--- src/hw/sirqc_pkg.sv ---
// Shared constants, types and helpers of the serial IRQ control block.
// Assumes a single 100 MHz clock that also paces the serial IRQ stream.
package sirqc_pkg;
    // Register access widths
    localparam int REG_AW = 8;
    localparam int REG_DW = 16;
    localparam int SLOTS  = 16;

    // Memory-window and configuration-space offsets
    localparam logic [7:0] MEM_MODE_OFS = 8'h48;
    localparam logic [7:0] MEM_TRIG_OFS = 8'h4A;
    localparam logic [7:0] MEM_PEND_OFS = 8'h4C;
    localparam logic [7:0] CFG_MODE_OFS = 8'hE0;
    localparam logic [7:0] CFG_TRIG_OFS = 8'hE2;
    localparam logic [7:0] CFG_PEND_OFS = 8'hE4;

    // Reset values and writable bits
    localparam logic [7:0]  MODE_RESET = 8'h00;
    localparam logic [7:0]  MODE_WMASK = 8'h0F;
    localparam logic [15:0] TRIG_RESET = 16'h0000;
    localparam logic [15:0] PEND_RESET = 16'h0000;

    // Mode register fields
    localparam int MODE_FLOAT_BIT = 0;
    localparam int MODE_QUIET_BIT = 1;
    localparam int MODE_WIDTH_LSB = 2;
    localparam logic [1:0] WIDTH_4 = 2'h0;
    localparam logic [1:0] WIDTH_6 = 2'h1;
    localparam logic [1:0] WIDTH_8 = 2'h2;

    // Frame timing, in stream clocks
    localparam logic [3:0] START_CLKS_4    = 4'h4;
    localparam logic [3:0] START_CLKS_6    = 4'h6;
    localparam logic [3:0] START_CLKS_8    = 4'h8;
    localparam logic [3:0] STOP_CLKS_QUIET = 4'h2;
    localparam logic [3:0] STOP_CLKS_CONT  = 4'h3;

    // Phases inside one interrupt slot
    localparam logic [1:0] PH_SAMPLE  = 2'h0;
    localparam logic [1:0] PH_RECOVER = 2'h1;
    localparam logic [1:0] PH_TURN    = 2'h2;

    typedef enum logic [2:0] {
        ST_IDLE, ST_START, ST_START_REC, ST_START_TA,
        ST_SLOT, ST_STOP, ST_STOP_REC, ST_STOP_TA
    } sirqc_state_t;

    // Start frame length; the reserved code falls back to the shortest width
    function automatic logic [3:0] sirqc_start_clks(input logic [1:0] w);
        case (w)
            WIDTH_6: sirqc_start_clks = START_CLKS_6;
            WIDTH_8: sirqc_start_clks = START_CLKS_8;
            default: sirqc_start_clks = START_CLKS_4;
        endcase
    endfunction

    // Byte enables widened to a 16-bit mask
    function automatic logic [15:0] sirqc_lane_mask(input logic [1:0] be);
        sirqc_lane_mask = {{8{be[1]}}, {8{be[0]}}};
    endfunction
endpackage

--- src/hw/sirqc_reg_if.sv ---
// Decoded register strobes between an access port and the register core.
// Assumes both ends run on clk_sys.
`timescale 1ns/1ps
interface sirqc_reg_if;
    logic        modeWe;
    logic [1:0]  trigBe;
    logic [1:0]  pendBe;
    logic [15:0] wdata;
    logic [7:0]  modeVal;
    logic [15:0] trigVal;
    logic [15:0] pendVal;

    modport port (output modeWe, trigBe, pendBe, wdata, input modeVal, trigVal, pendVal);
    modport core (input modeWe, trigBe, pendBe, wdata, output modeVal, trigVal, pendVal);
endinterface

--- src/hw/sirqc_serial_irq_control.sv ---
// Serial IRQ controller: mode, trigger-type and level-pending registers,
// reachable through a memory window and a configuration-space alias,
// plus the frame sequencer that drives and samples the shared IRQ line.
// Assumes an external pull-up on the line and same-clock reset requests.
// Summary of operation
// - Start frame lasts 4, 6 or 8 clocks per width code; code 11 reserved.
// - Quiet-select zero runs continuous polling; one runs quiet mode.
// - Recovery cycle drives line high, or releases it when float bit set.
// - Each of sixteen slots is edge-triggered at zero, level-triggered at one.
// - A signalled level slot sets the pending bit of the same number.
// - Edge-triggered slots never set a pending bit.
// - Writing one to a pending bit clears it until the next assertion.
// - Link, global or power-on reset clear all trigger-type bits.
// - Mode bits 7 to 4 read zero and ignore writes.
// - Memory-window and configuration registers are one storage, seen both ways.
`timescale 1ns/1ps
module sirqc_serial_irq_control (
    // Clock, reset, enable
    input  wire logic                        clk_sys,
    input  wire logic                        rst_n,
    input  wire logic                        ce,
    // Same-clock reset requests
    input  wire logic                        linkReset,
    input  wire logic                        globalReset,
    // Memory-window access
    input  wire logic                        memSel,
    input  wire logic                        memWr,
    input  wire logic [sirqc_pkg::REG_AW-1:0] memAddr,
    input  wire logic [1:0]                  memBe,
    input  wire logic [sirqc_pkg::REG_DW-1:0] memWdata,
    output logic      [sirqc_pkg::REG_DW-1:0] memRdata,
    output logic                             memRdValid,
    // Configuration-space access
    input  wire logic                        cfgSel,
    input  wire logic                        cfgWr,
    input  wire logic [sirqc_pkg::REG_AW-1:0] cfgAddr,
    input  wire logic [1:0]                  cfgBe,
    input  wire logic [sirqc_pkg::REG_DW-1:0] cfgWdata,
    output logic      [sirqc_pkg::REG_DW-1:0] cfgRdata,
    output logic                             cfgRdValid,
    // Serial IRQ line
    input  wire logic                        sirqIn,
    output logic                             sirqOut,
    output logic                             sirqOe,
    // Status
    output logic      [sirqc_pkg::SLOTS-1:0]  slotAsserted,
    output logic                             frameActive
);
    import sirqc_pkg::*;

    sirqc_reg_if memIf ();
    sirqc_reg_if cfgIf ();

    logic [7:0]       mode_r;
    logic [7:0]       mode_nxt;
    logic [15:0]      trig_r;
    logic [15:0]      trig_nxt;
    logic [15:0]      pend_r;
    logic [15:0]      pend_nxt;
    logic [15:0]      setVec;
    logic [15:0]      clrVec;
    sirqc_state_t     state_r;
    sirqc_state_t     state_nxt;
    logic [3:0]       cnt_r;
    logic [3:0]       cnt_nxt;
    logic [3:0]       slot_r;
    logic [3:0]       slot_nxt;
    logic [1:0]       phase_r;
    logic [1:0]       phase_nxt;
    logic [15:0]      seen_r;
    logic [15:0]      seen_nxt;
    logic             oe_r;
    logic             oe_nxt;
    logic             out_r;
    logic             out_nxt;
    logic             lineSync;
    logic             capture;
    logic             quietSelect;
    logic             recoveryFloatSelect;
    logic [1:0]       startWidth;
    logic [3:0]       startClks;

    // Access paths; both land on the same storage
    sirqc_regport #(
        .MODE_OFS (MEM_MODE_OFS),
        .TRIG_OFS (MEM_TRIG_OFS),
        .PEND_OFS (MEM_PEND_OFS)
    ) uMemPort (
        .clk_sys (clk_sys),
        .rst_n   (rst_n),
        .ce      (ce),
        .sel     (memSel),
        .wr      (memWr),
        .addr    (memAddr),
        .be      (memBe),
        .wdata   (memWdata),
        .rdata   (memRdata),
        .rdValid (memRdValid),
        .bus     (memIf.port)
    );

    sirqc_regport #(
        .MODE_OFS (CFG_MODE_OFS),
        .TRIG_OFS (CFG_TRIG_OFS),
        .PEND_OFS (CFG_PEND_OFS)
    ) uCfgPort (
        .clk_sys (clk_sys),
        .rst_n   (rst_n),
        .ce      (ce),
        .sel     (cfgSel),
        .wr      (cfgWr),
        .addr    (cfgAddr),
        .be      (cfgBe),
        .wdata   (cfgWdata),
        .rdata   (cfgRdata),
        .rdValid (cfgRdValid),
        .bus     (cfgIf.port)
    );

    // Line input from the pin
    sirqc_sync #(
        .W         (1),
        .RESET_VAL (1'h1)
    ) uLineSync (
        .clk_sys (clk_sys),
        .rst_n   (rst_n),
        .ce      (ce),
        .din     (sirqIn),
        .dout    (lineSync)
    );

    // Shared read values, identical for both paths
    assign memIf.modeVal = mode_r;
    assign memIf.trigVal = trig_r;
    assign memIf.pendVal = pend_r;
    assign cfgIf.modeVal = mode_r;
    assign cfgIf.trigVal = trig_r;
    assign cfgIf.pendVal = pend_r;

    assign quietSelect         = mode_r[MODE_QUIET_BIT];
    assign recoveryFloatSelect = mode_r[MODE_FLOAT_BIT];
    assign startWidth          = mode_r[MODE_WIDTH_LSB +: 2];
    assign startClks           = sirqc_start_clks(startWidth);

    // Slot sample seen two clocks late through the synchroniser
    assign capture = (state_r == ST_SLOT) && (phase_r == PH_TURN);
    always_comb begin
        setVec = 16'h0000;
        if (capture && !lineSync)
            setVec[slot_r] = trig_r[slot_r];
    end

    // Register next values; configuration writes land after window writes
    always_comb begin
        mode_nxt = mode_r;
        trig_nxt = trig_r;
        if (memIf.modeWe)
            mode_nxt = memIf.wdata[7:0] & MODE_WMASK;
        if (cfgIf.modeWe)
            mode_nxt = cfgIf.wdata[7:0] & MODE_WMASK;
        trig_nxt = (trig_nxt & ~sirqc_lane_mask(memIf.trigBe))
                 | (memIf.wdata & sirqc_lane_mask(memIf.trigBe));
        trig_nxt = (trig_nxt & ~sirqc_lane_mask(cfgIf.trigBe))
                 | (cfgIf.wdata & sirqc_lane_mask(cfgIf.trigBe));
        if (linkReset || globalReset)
            trig_nxt = TRIG_RESET;
        clrVec   = (memIf.wdata & sirqc_lane_mask(memIf.pendBe))
                 | (cfgIf.wdata & sirqc_lane_mask(cfgIf.pendBe));
        // A fresh assertion beats a clear in the same cycle
        pend_nxt = (pend_r & ~clrVec) | setVec;
    end

    always_ff @(posedge clk_sys or negedge rst_n) begin
        if (!rst_n) begin
            mode_r <= MODE_RESET;
            trig_r <= TRIG_RESET;
            pend_r <= PEND_RESET;
        end else if (ce) begin
            mode_r <= mode_nxt;
            trig_r <= trig_nxt;
            pend_r <= pend_nxt;
        end
    end

    // Frame sequencer
    always_comb begin
        state_nxt = state_r;
        cnt_nxt   = cnt_r;
        slot_nxt  = slot_r;
        phase_nxt = phase_r;
        seen_nxt  = seen_r;
        unique case (state_r)
            ST_IDLE: begin
                // Quiet mode waits for a peripheral to pull the line low
                if (!quietSelect || !lineSync) begin
                    state_nxt = ST_START;
                    cnt_nxt   = startClks - 4'h1;
                end
            end
            ST_START: begin
                if (cnt_r == 4'h0)
                    state_nxt = ST_START_REC;
                else
                    cnt_nxt = cnt_r - 4'h1;
            end
            ST_START_REC: state_nxt = ST_START_TA;
            ST_START_TA: begin
                state_nxt = ST_SLOT;
                slot_nxt  = 4'h0;
                phase_nxt = PH_SAMPLE;
            end
            ST_SLOT: begin
                if (phase_r != PH_TURN) begin
                    phase_nxt = phase_r + 2'h1;
                end else begin
                    seen_nxt[slot_r] = !lineSync;
                    phase_nxt        = PH_SAMPLE;
                    if (slot_r == 4'hF) begin
                        state_nxt = ST_STOP;
                        cnt_nxt   = (quietSelect ? STOP_CLKS_QUIET : STOP_CLKS_CONT) - 4'h1;
                    end else begin
                        slot_nxt = slot_r + 4'h1;
                    end
                end
            end
            ST_STOP: begin
                if (cnt_r == 4'h0)
                    state_nxt = ST_STOP_REC;
                else
                    cnt_nxt = cnt_r - 4'h1;
            end
            ST_STOP_REC: state_nxt = ST_STOP_TA;
            ST_STOP_TA: state_nxt = ST_IDLE;
        endcase
    end

    // Line drive follows the next state so the pins come from flops
    always_comb begin
        oe_nxt  = 1'h0;
        out_nxt = 1'h1;
        unique case (state_nxt)
            ST_START, ST_STOP: begin
                oe_nxt  = 1'h1;
                out_nxt = 1'h0;
            end
            ST_START_REC, ST_STOP_REC: oe_nxt = !recoveryFloatSelect;
            ST_IDLE, ST_START_TA, ST_SLOT, ST_STOP_TA: oe_nxt = 1'h0;
        endcase
    end

    always_ff @(posedge clk_sys or negedge rst_n) begin
        if (!rst_n) begin
            state_r <= ST_IDLE;
            cnt_r   <= 4'h0;
            slot_r  <= 4'h0;
            phase_r <= PH_SAMPLE;
            seen_r  <= 16'h0000;
            oe_r    <= 1'h0;
            out_r   <= 1'h1;
        end else if (ce) begin
            state_r <= state_nxt;
            cnt_r   <= cnt_nxt;
            slot_r  <= slot_nxt;
            phase_r <= phase_nxt;
            seen_r  <= seen_nxt;
            oe_r    <= oe_nxt;
            out_r   <= out_nxt;
        end
    end

    assign sirqOe       = oe_r;
    assign sirqOut      = out_r;
    assign slotAsserted = seen_r;
    assign frameActive  = (state_r != ST_IDLE);

    // Checks: helper counting consecutive driven-low clocks
    logic [3:0] lowLen_r;
    always_ff @(posedge clk_sys or negedge rst_n) begin
        if (!rst_n)
            lowLen_r <= 4'h0;
        else if (ce)
            lowLen_r <= (oe_r && !out_r) ? lowLen_r + 4'h1 : 4'h0;
    end
endmodule

--- src/hw/sirqc_sync.sv ---
// Two-stage synchroniser for inputs arriving from a pin.
// Assumes the first stage is read by the second stage only.
`timescale 1ns/1ps
module sirqc_sync #(
    parameter int         W         = 1,
    parameter logic [0:0] RESET_VAL = 1'h1
) (
    // Clock and reset
    input  wire logic         clk_sys,
    input  wire logic         rst_n,
    input  wire logic         ce,
    // Data
    input  wire logic [W-1:0] din,
    output logic      [W-1:0] dout
);
    logic [W-1:0] meta_r;
    logic [W-1:0] sync_r;

    // Both stages freeze with the clock enable
    always_ff @(posedge clk_sys or negedge rst_n) begin
        if (!rst_n) begin
            meta_r <= {W{RESET_VAL}};
            sync_r <= {W{RESET_VAL}};
        end else if (ce) begin
            meta_r <= din;
            sync_r <= meta_r;
        end
    end

    assign dout = sync_r;
endmodule

--- src/hw/sirqc_regport.sv ---
// One register access path: decode, write strobes, registered read data.
// Assumes the core applies the strobes in the same cycle.
`timescale 1ns/1ps
module sirqc_regport
    import sirqc_pkg::*;
#(
    parameter logic [7:0] MODE_OFS = MEM_MODE_OFS,
    parameter logic [7:0] TRIG_OFS = MEM_TRIG_OFS,
    parameter logic [7:0] PEND_OFS = MEM_PEND_OFS
) (
    // Clock and reset
    input  wire logic              clk_sys,
    input  wire logic              rst_n,
    input  wire logic              ce,
    // Access request
    input  wire logic              sel,
    input  wire logic              wr,
    input  wire logic [REG_AW-1:0] addr,
    input  wire logic [1:0]        be,
    input  wire logic [REG_DW-1:0] wdata,
    // Read answer
    output logic      [REG_DW-1:0] rdata,
    output logic                   rdValid,
    // Core side
    sirqc_reg_if.port              bus
);
    logic              hitMode;
    logic              hitTrig;
    logic              hitPend;
    logic [REG_DW-1:0] rdata_r;
    logic [REG_DW-1:0] rdata_nxt;
    logic              rdValid_r;
    logic              rdValid_nxt;

    // Halfword decode; address bit 0 is ignored
    assign hitMode = sel && (addr[7:1] == MODE_OFS[7:1]);
    assign hitTrig = sel && (addr[7:1] == TRIG_OFS[7:1]);
    assign hitPend = sel && (addr[7:1] == PEND_OFS[7:1]);

    // Write strobes; unmapped writes fall away
    assign bus.modeWe = wr && hitMode && be[0];
    assign bus.trigBe = (wr && hitTrig) ? be : 2'h0;
    assign bus.pendBe = (wr && hitPend) ? be : 2'h0;
    assign bus.wdata  = wdata;

    // Read mux; unmapped reads answer zero
    always_comb begin
        rdValid_nxt = sel && !wr;
        rdata_nxt   = rdata_r;
        if (sel && !wr) begin
            if (hitMode)
                rdata_nxt = {8'h00, bus.modeVal};
            else if (hitTrig)
                rdata_nxt = bus.trigVal;
            else if (hitPend)
                rdata_nxt = bus.pendVal;
            else
                rdata_nxt = 16'h0000;
        end
    end

    always_ff @(posedge clk_sys or negedge rst_n) begin
        if (!rst_n) begin
            rdata_r   <= 16'h0000;
            rdValid_r <= 1'h0;
        end else if (ce) begin
            rdata_r   <= rdata_nxt;
            rdValid_r <= rdValid_nxt;
        end
    end

    assign rdata   = rdata_r;
    assign rdValid = rdValid_r;
endmodule

--- config.mk ---
export PLATFORM = sky130hd
export DESIGN_NAME = sirqc_serial_irq_control
export DESIGN_NICKNAME = d
export VERILOG_FILES = /design/src/hw/sirqc_pkg.sv /design/src/hw/sirqc_reg_if.sv /design/src/hw/sirqc_serial_irq_control.sv /design/src/hw/sirqc_sync.sv /design/src/hw/sirqc_regport.sv
export SDC_FILE = /design/constraint.sdc
export NUM_CORES = 1
export LEC_CHECK = 0
export BUFFER_PORTS_ARGS = -buffer_cell sky130_fd_sc_hd__clkbuf_2
export CAP_MARGIN = 30
export CORE_ASPECT_RATIO = 1.25
export CORE_UTILIZATION = 30
export CTS_BUF_LIST = sky130_fd_sc_hd__clkbuf_2 sky130_fd_sc_hd__clkbuf_4 sky130_fd_sc_hd__clkbuf_8
export CTS_CLUSTER_DIAMETER = 50
export CTS_CLUSTER_SIZE = 28
export DETAILED_ROUTE_END_ITERATION = 10
export GPL_TIMING_DRIVEN = 0
export SLEW_MARGIN = 0
export SYNTH_ARGS = -nofsm -noshare
export SYNTH_HDL_FRONTEND = slang
export SYNTH_HIERARCHICAL = 1
export SYNTH_SLANG_ARGS = --single-unit
--- constraint.sdc ---
create_clock -name clk_sys -period 2.6 [get_ports clk_sys]
set_input_delay 0.13 -clock clk_sys [delete_from_list [all_inputs] [get_ports clk_sys]]
set_output_delay 0.13 -clock clk_sys [all_outputs]
set_load 0.01 [all_outputs]
=== Word-level counts from Yosys, hierarchy flattened ===
Cells that the tools add are included.

* Register bits: 107
* Bits of input ports: 62
* Output and inout bits: 53
* Logic and storage cells: 152

* $add $sub $neg: 5
* Order comparisons: 2
* Eq/ne operators: 30
* Mux-type cells: 39
* Bitwise operators: 16
* Reduce and logical (&&, ||, !) cells: 44

{| class="wikitable"
|+ Operators by type and width
! kind !! count
|-
| 16-bit AND || 8
|-
| 16-bit 2-to-1 mux || 8
|-
| 16-bit bitwise OR || 4
|-
| 16-bit NOT || 3
|-
| 3-bit equality test, second input constant || 8
|-
| 4-bit 2-to-1 mux || 6
|-
| 3-bit one-hot mux with 8 select lines || 1
|-
| 7-bit by 6-bit equality test with 1-bit output, second input constant || 3
|-
| 7-bit equality test, second input constant || 3
|-
| 1-bit logical AND || 19
|-
| 16-bit bitwise mux || 1
|-
| 8-bit 2-to-1 mux || 2
|-
| 4-bit one-hot mux with 2 select lines || 2
|-
| 3-bit 2-to-1 mux || 5
|-
| 3-bit by 2-bit equality test with 1-bit output, second input constant || 4
|-
| 4-bit one-hot mux with 3 select lines || 1
|-
| 2-bit 2-to-1 mux || 5
|-
| 2-bit inequality test, second input constant || 5
|-
| 2-bit AND reduction || 4
|-
| 4-bit by 1-bit subtractor with 4-bit output, second input constant || 2
|-
| 3-bit by 1-bit equality test with 1-bit output, second input constant || 2
|-
| 3-bit zero test || 2
|-
| 6-bit AND reduction || 1
|-
| 3-bit nonzero test || 2
|-
| other kinds (23) || 35
|}

=== Logic depth before layout (Yosys ltp) ===
* Depth in word-level cells: 10
* Gate-level depth with buffers: 9
* Mapped depth without buffers: 8

=== By module ===
The synthesis kept the hierarchy.

{| class="wikitable"
|+ By module, submodules not included
! module !! instances !! cells an instance !! area each (µm²) !! sequential area each (µm²)
|-
| sirqc_serial_irq_control || 1 || 366 || 3574.7 || 1677.9
|-
| sirqc_regport at uMemPort || 1 || 116 || 1096.1 || 425.4
|-
| sirqc_regport at uCfgPort || 1 || 114 || 1081.0 || 425.4
|-
| sirqc_sync || 1 || 4 || 75.1 || 52.6
|}

=== Least setup slack after synthesis ===
OpenSTA, ideal clock, no wires.

* Path kind: reg-to-reg
* Start point: register state_r[1]
* End point: register slot_r[2]
* Setup time: 0.077 ns
* Data arrival time: 1.823 ns
* Data required time: 2.523 ns
* Setup slack: 0.700 ns
* Cell stages (with the launch flop): 7
* Buffers on the path: 2
* Clock period less this slack: 1.900 ns
* Cells stage by stage: dfrtp_1 > buf_6 > or3b_1 > buf_2 > o32a_4 > or3_1 > a21oi_1

* Word-level cells in the longest chain between the ends: 3
* Elaborated cells on any way between the ends: 7
* Those cells by class: eq/ne: 4; mux: 1; reduce/logical: 2

{| class="wikitable"
|+ RTL lines
! item !! line !! text
|-
| from (decl) || sirqc_serial_irq_control.sv:62 || <nowiki>sirqc_state_t state_r;</nowiki>
|-
| from (signal assigned) || sirqc_serial_irq_control.sv:261 || <nowiki>state_r <= state_nxt;</nowiki>
|-
| 3-bit equality test / 3-bit by 2-bit equality test with 1-bit output (equally long branches) || sirqc_serial_irq_control.sv:192 || <nowiki>unique case (state_r)</nowiki>
|-
| 2-bit inequality test (no source line) / 2-bit nonzero test (equally long branches) || - ||
|-
| 4-bit AND reduction (no source line) || - ||
|-
| to (signal assigned) || sirqc_serial_irq_control.sv:263 || <nowiki>slot_r <= slot_nxt;</nowiki>
|-
| to (decl) || sirqc_serial_irq_control.sv:66 || <nowiki>logic [3:0] slot_r;</nowiki>
|}

Several ways; a longest one is shown, not always the timed one.
A chain may end at the register's enable or synchronous reset.

=== Final worst setup path ===
* Start point: register state_r[1]
* End point: register seen_r[3] (netlist: slotAsserted[3])

* Word-level cells in the longest chain between the ends: 2

{| class="wikitable"
|+ RTL lines
! item !! line !! text
|-
| 3-bit equality test || sirqc_serial_irq_control.sv:192 ||
|-
| 3-bit AND reduction (no source line) || - ||
|-
| to (signal assigned) || sirqc_serial_irq_control.sv:265 || <nowiki>seen_r <= seen_nxt;</nowiki>
|-
| to (decl) || sirqc_serial_irq_control.sv:70 || <nowiki>logic [15:0] seen_r;</nowiki>
|}

No other way between the ends.

==> metrics.yaml <==
layout:
  utilization_pct: 35.7
  final_area_mm2: 0.00676
  drive_gt1_share_pct: 23.4
  synthToLayoutAreaGrowth_pct: 16.0
  num-nets-final: 768
  fin_cells: 937
  antennaDiodeCount: 0
sta:
  max_freq_mhz: 431
  hold_viol: 0
  fin_skew_ps: 14.7
  timing.final.crit_share_pct: 89.2
  worst_slack_ps: 281
  finalSetupTns_ps: 0
  worstMarginPinSlew_ps: 979
  setup_viol: 0
  layout_min_cycle_time_ps: 2320
  maxSlewHeadroom_pct: 34.1
  report.final.slew_viol_count: 0
  hold_ws_ps: 23.0
  rsz0062_at_grt: "no"
floorplan:
  dieArea_mm2: 0.0200
  core_area_mm2: 0.0189
  pin_count: 115
  die_h_um: 158
  initial_core_util_pct: 30.8
  fp.dieW_um: 127
  std_cell_rows: 56
synthesis:
  synthTopCellsByCount: "dfrtp_1, o21ai_0, nand2_1"
  yosys.area.top_type_share_pct: 42.9
  syn_avg_cell_area_um2: 9.71
  synth_most_common_cell: "dfrtp_1"
  synth_area_leaders: "dfrtp_1, mux2i_1, o21ai_0"
  synth-seq-area-share_pct: 44.3
  netlist_instances: 600
  ys.flop_type: "dfrtp_1"
  synth_edf_count: 0
  yosysUniqueCellTypes: 58
  syn_area_mm2: 0.00583
  async_reset_ff_share_pct: 100
  synth_top_area_cell: "dfrtp_1"
  ys_ff_latch: 103
  ys_warn_count: 6
global_routing:
  first_global_vias: 4868
  grt_usage_pct: 17.6
  grt_first_pass_wirelength_um: 26800
  grt_overflow: 0
  antenna_found_initial: 0
  grt_max_degree: 104
route:
  drc_errors: 0
  first_pass_iters: 4
  first_iter_violations: 245
  routedWlPerCell_um: 18.1
  num_vias: 4894
  ant_nets: 0
  finalWirelength_um: 16900
  viasPerCell: 5.22
clocking:
  clock_path_buffers: 2
  clkTransAtPathRegs_ps: 110
  ctsRootBufferMaster: "clkbuf_8"
  htree_levels: 3
  numCtsBuffers: 9
  cts_tree: "built"
  clock-sinks: 103
  hold_buffers: 2
  postCtsResizedCells: 0
  cts_setup_buffers: 0
  clkLatencyLatePin_ps: 390
critical_path:
  path_class: "reg2reg"
  crit_path_max_fanout: 9
  critPathCaptureType: "flop"
  cp.required_ps: 2850
  critPathLaunchType: "flop"
  worstPathArrival_ps: 2570
placement:
  hpwlAfterDp_um: 12800
  placed_area_mm2: 0.00655
  post-place-ws_ps: 155
  dp_cells: 919
  port_buffers: 80
  gp_congestion: 0.851
run_status:
  run_status: "finished, final reports clean"
power:
  power_mw: 4.02
  powerDensity_mw_per_mm2: 595
  ir_drop_mv: 0.261
  power_leakage_nw: 2.90
min_path:
  hp-class: "in2reg"
job:
  max-cap-violations: 0
==> final timing paths <==
| path | start | to | slack, ps | cells after the start |
|---|---|---|---|---|
| setup / recovery | state_r[1] | slotAsserted[3] | 280 | 5 |
| hold / removal | cfgWdata[8] | cfgIf.trigVal[8] | 20 | 3 |
| setup reg to reg | state_r[1] | slotAsserted[3] | 280 | 5 |
| hold reg to reg | uCfgPort/rdata[11] | uCfgPort/rdata[11] | 490 | 2 |
| max in group asynchronous | rst_n | cfgIf.trigVal[2] | 1580 | 2 |
| min in group asynchronous | rst_n | state_r[1] | 320 | 2 |
==> cell type report <==
| cell class | count | area, um^2 |
|---|---|---|
| Timing Repair Buffer | 82 | 429 |
| Clock inverter | 5 | 32.5 |
| Fill cell | 1969 | 12200 |
| Clock buffer | 11 | 151 |
| Tap cell | 232 | 290 |
| Buffer | 82 | 479 |
| Sequential cell | 103 | 2580 |
| Inverter | 13 | 48.8 |
| Multi-Input combinational cell | 409 | 2740 |
==> worst max-delay path, cell delays in order, from the launching register on <==
cell	delay (ps)
dfrtp_1	390
buf_6	130
nor3b_2	520
nand4_1	610
o31ai_1	390
o41ai_1	130
==> power by group <==
part	total, mW	internal, mW	leakage [nW]	switching (mW)
Clock	0.978	0.397	0.0873	0.580
Combinational	1.20	0.466	1.40	0.738
Sequential	1.84	1.75	1.40	0.0945
Total	4.02	2.61	2.90	1.41
==> sequential cells by signal, indices dropped and copies added (netlist names) <==
signal	count
cfgIf.modeVal	4
uLineSync/dout	1
cnt_r	4
sirqOe	1
uCfgPort/rdata	16
slotAsserted	16
cfgIf.trigVal	16
sirqOut	1
uLineSync/meta_r	1
cfgIf.pendVal	16
uCfgPort/rdValid	1
uMemPort/rdValid	1
uMemPort/rdata	16
slot_r	4
state_r	3
phase_r	2
==> metal layers <==
metal  global-route usage (%)  wire, um  up-vias
met1                     22.4      7590     2372
met3                     2.40       703       23
met5                        0         0        -
met2                     29.2      8130      118
met4                     9.35       499        0
li1                         -         -     2381
==> cell usage in the layout (no fill, tap or decap), drive strengths merged, types with 3 or more instances in the layout <==
master,netlist,routed
clkbuf,32,123
dfrtp,100,100
o21ai,74,74
nand2,53,53
buf,50,50
mux2i,38,38
a22oi,36,36
o31ai,32,32
nor2,26,26
a21oi,20,20
a2bb2oi,17,17
o2bb2ai,16,16
inv,13,13
nor2b,10,10
nand4,9,9
conb,1,8
nor3,7,7
mux2,7,7
or3,7,7
ha,6,6
nor4,6,6
o41ai,4,4
nand2b,3,3
clkinvlp,0,3
dfstp,3,3
nor3b,3,3
==> logic make-up (layout without fill, tap and decap cells) <==
kind of cell	after synthesis	count (layout)	synth area share, %
compound gates	210	210	24.2
mux	47	47	8.65
xor+xnor	2	2	0.301
fa+ha+maj	6	6	1.29
buf+inv	95	193	9.06
simple gates	136	136	12.2
other cells	1	8	0.0644
flops	103	103	44.3
Power figures use the tool's default switching activity.
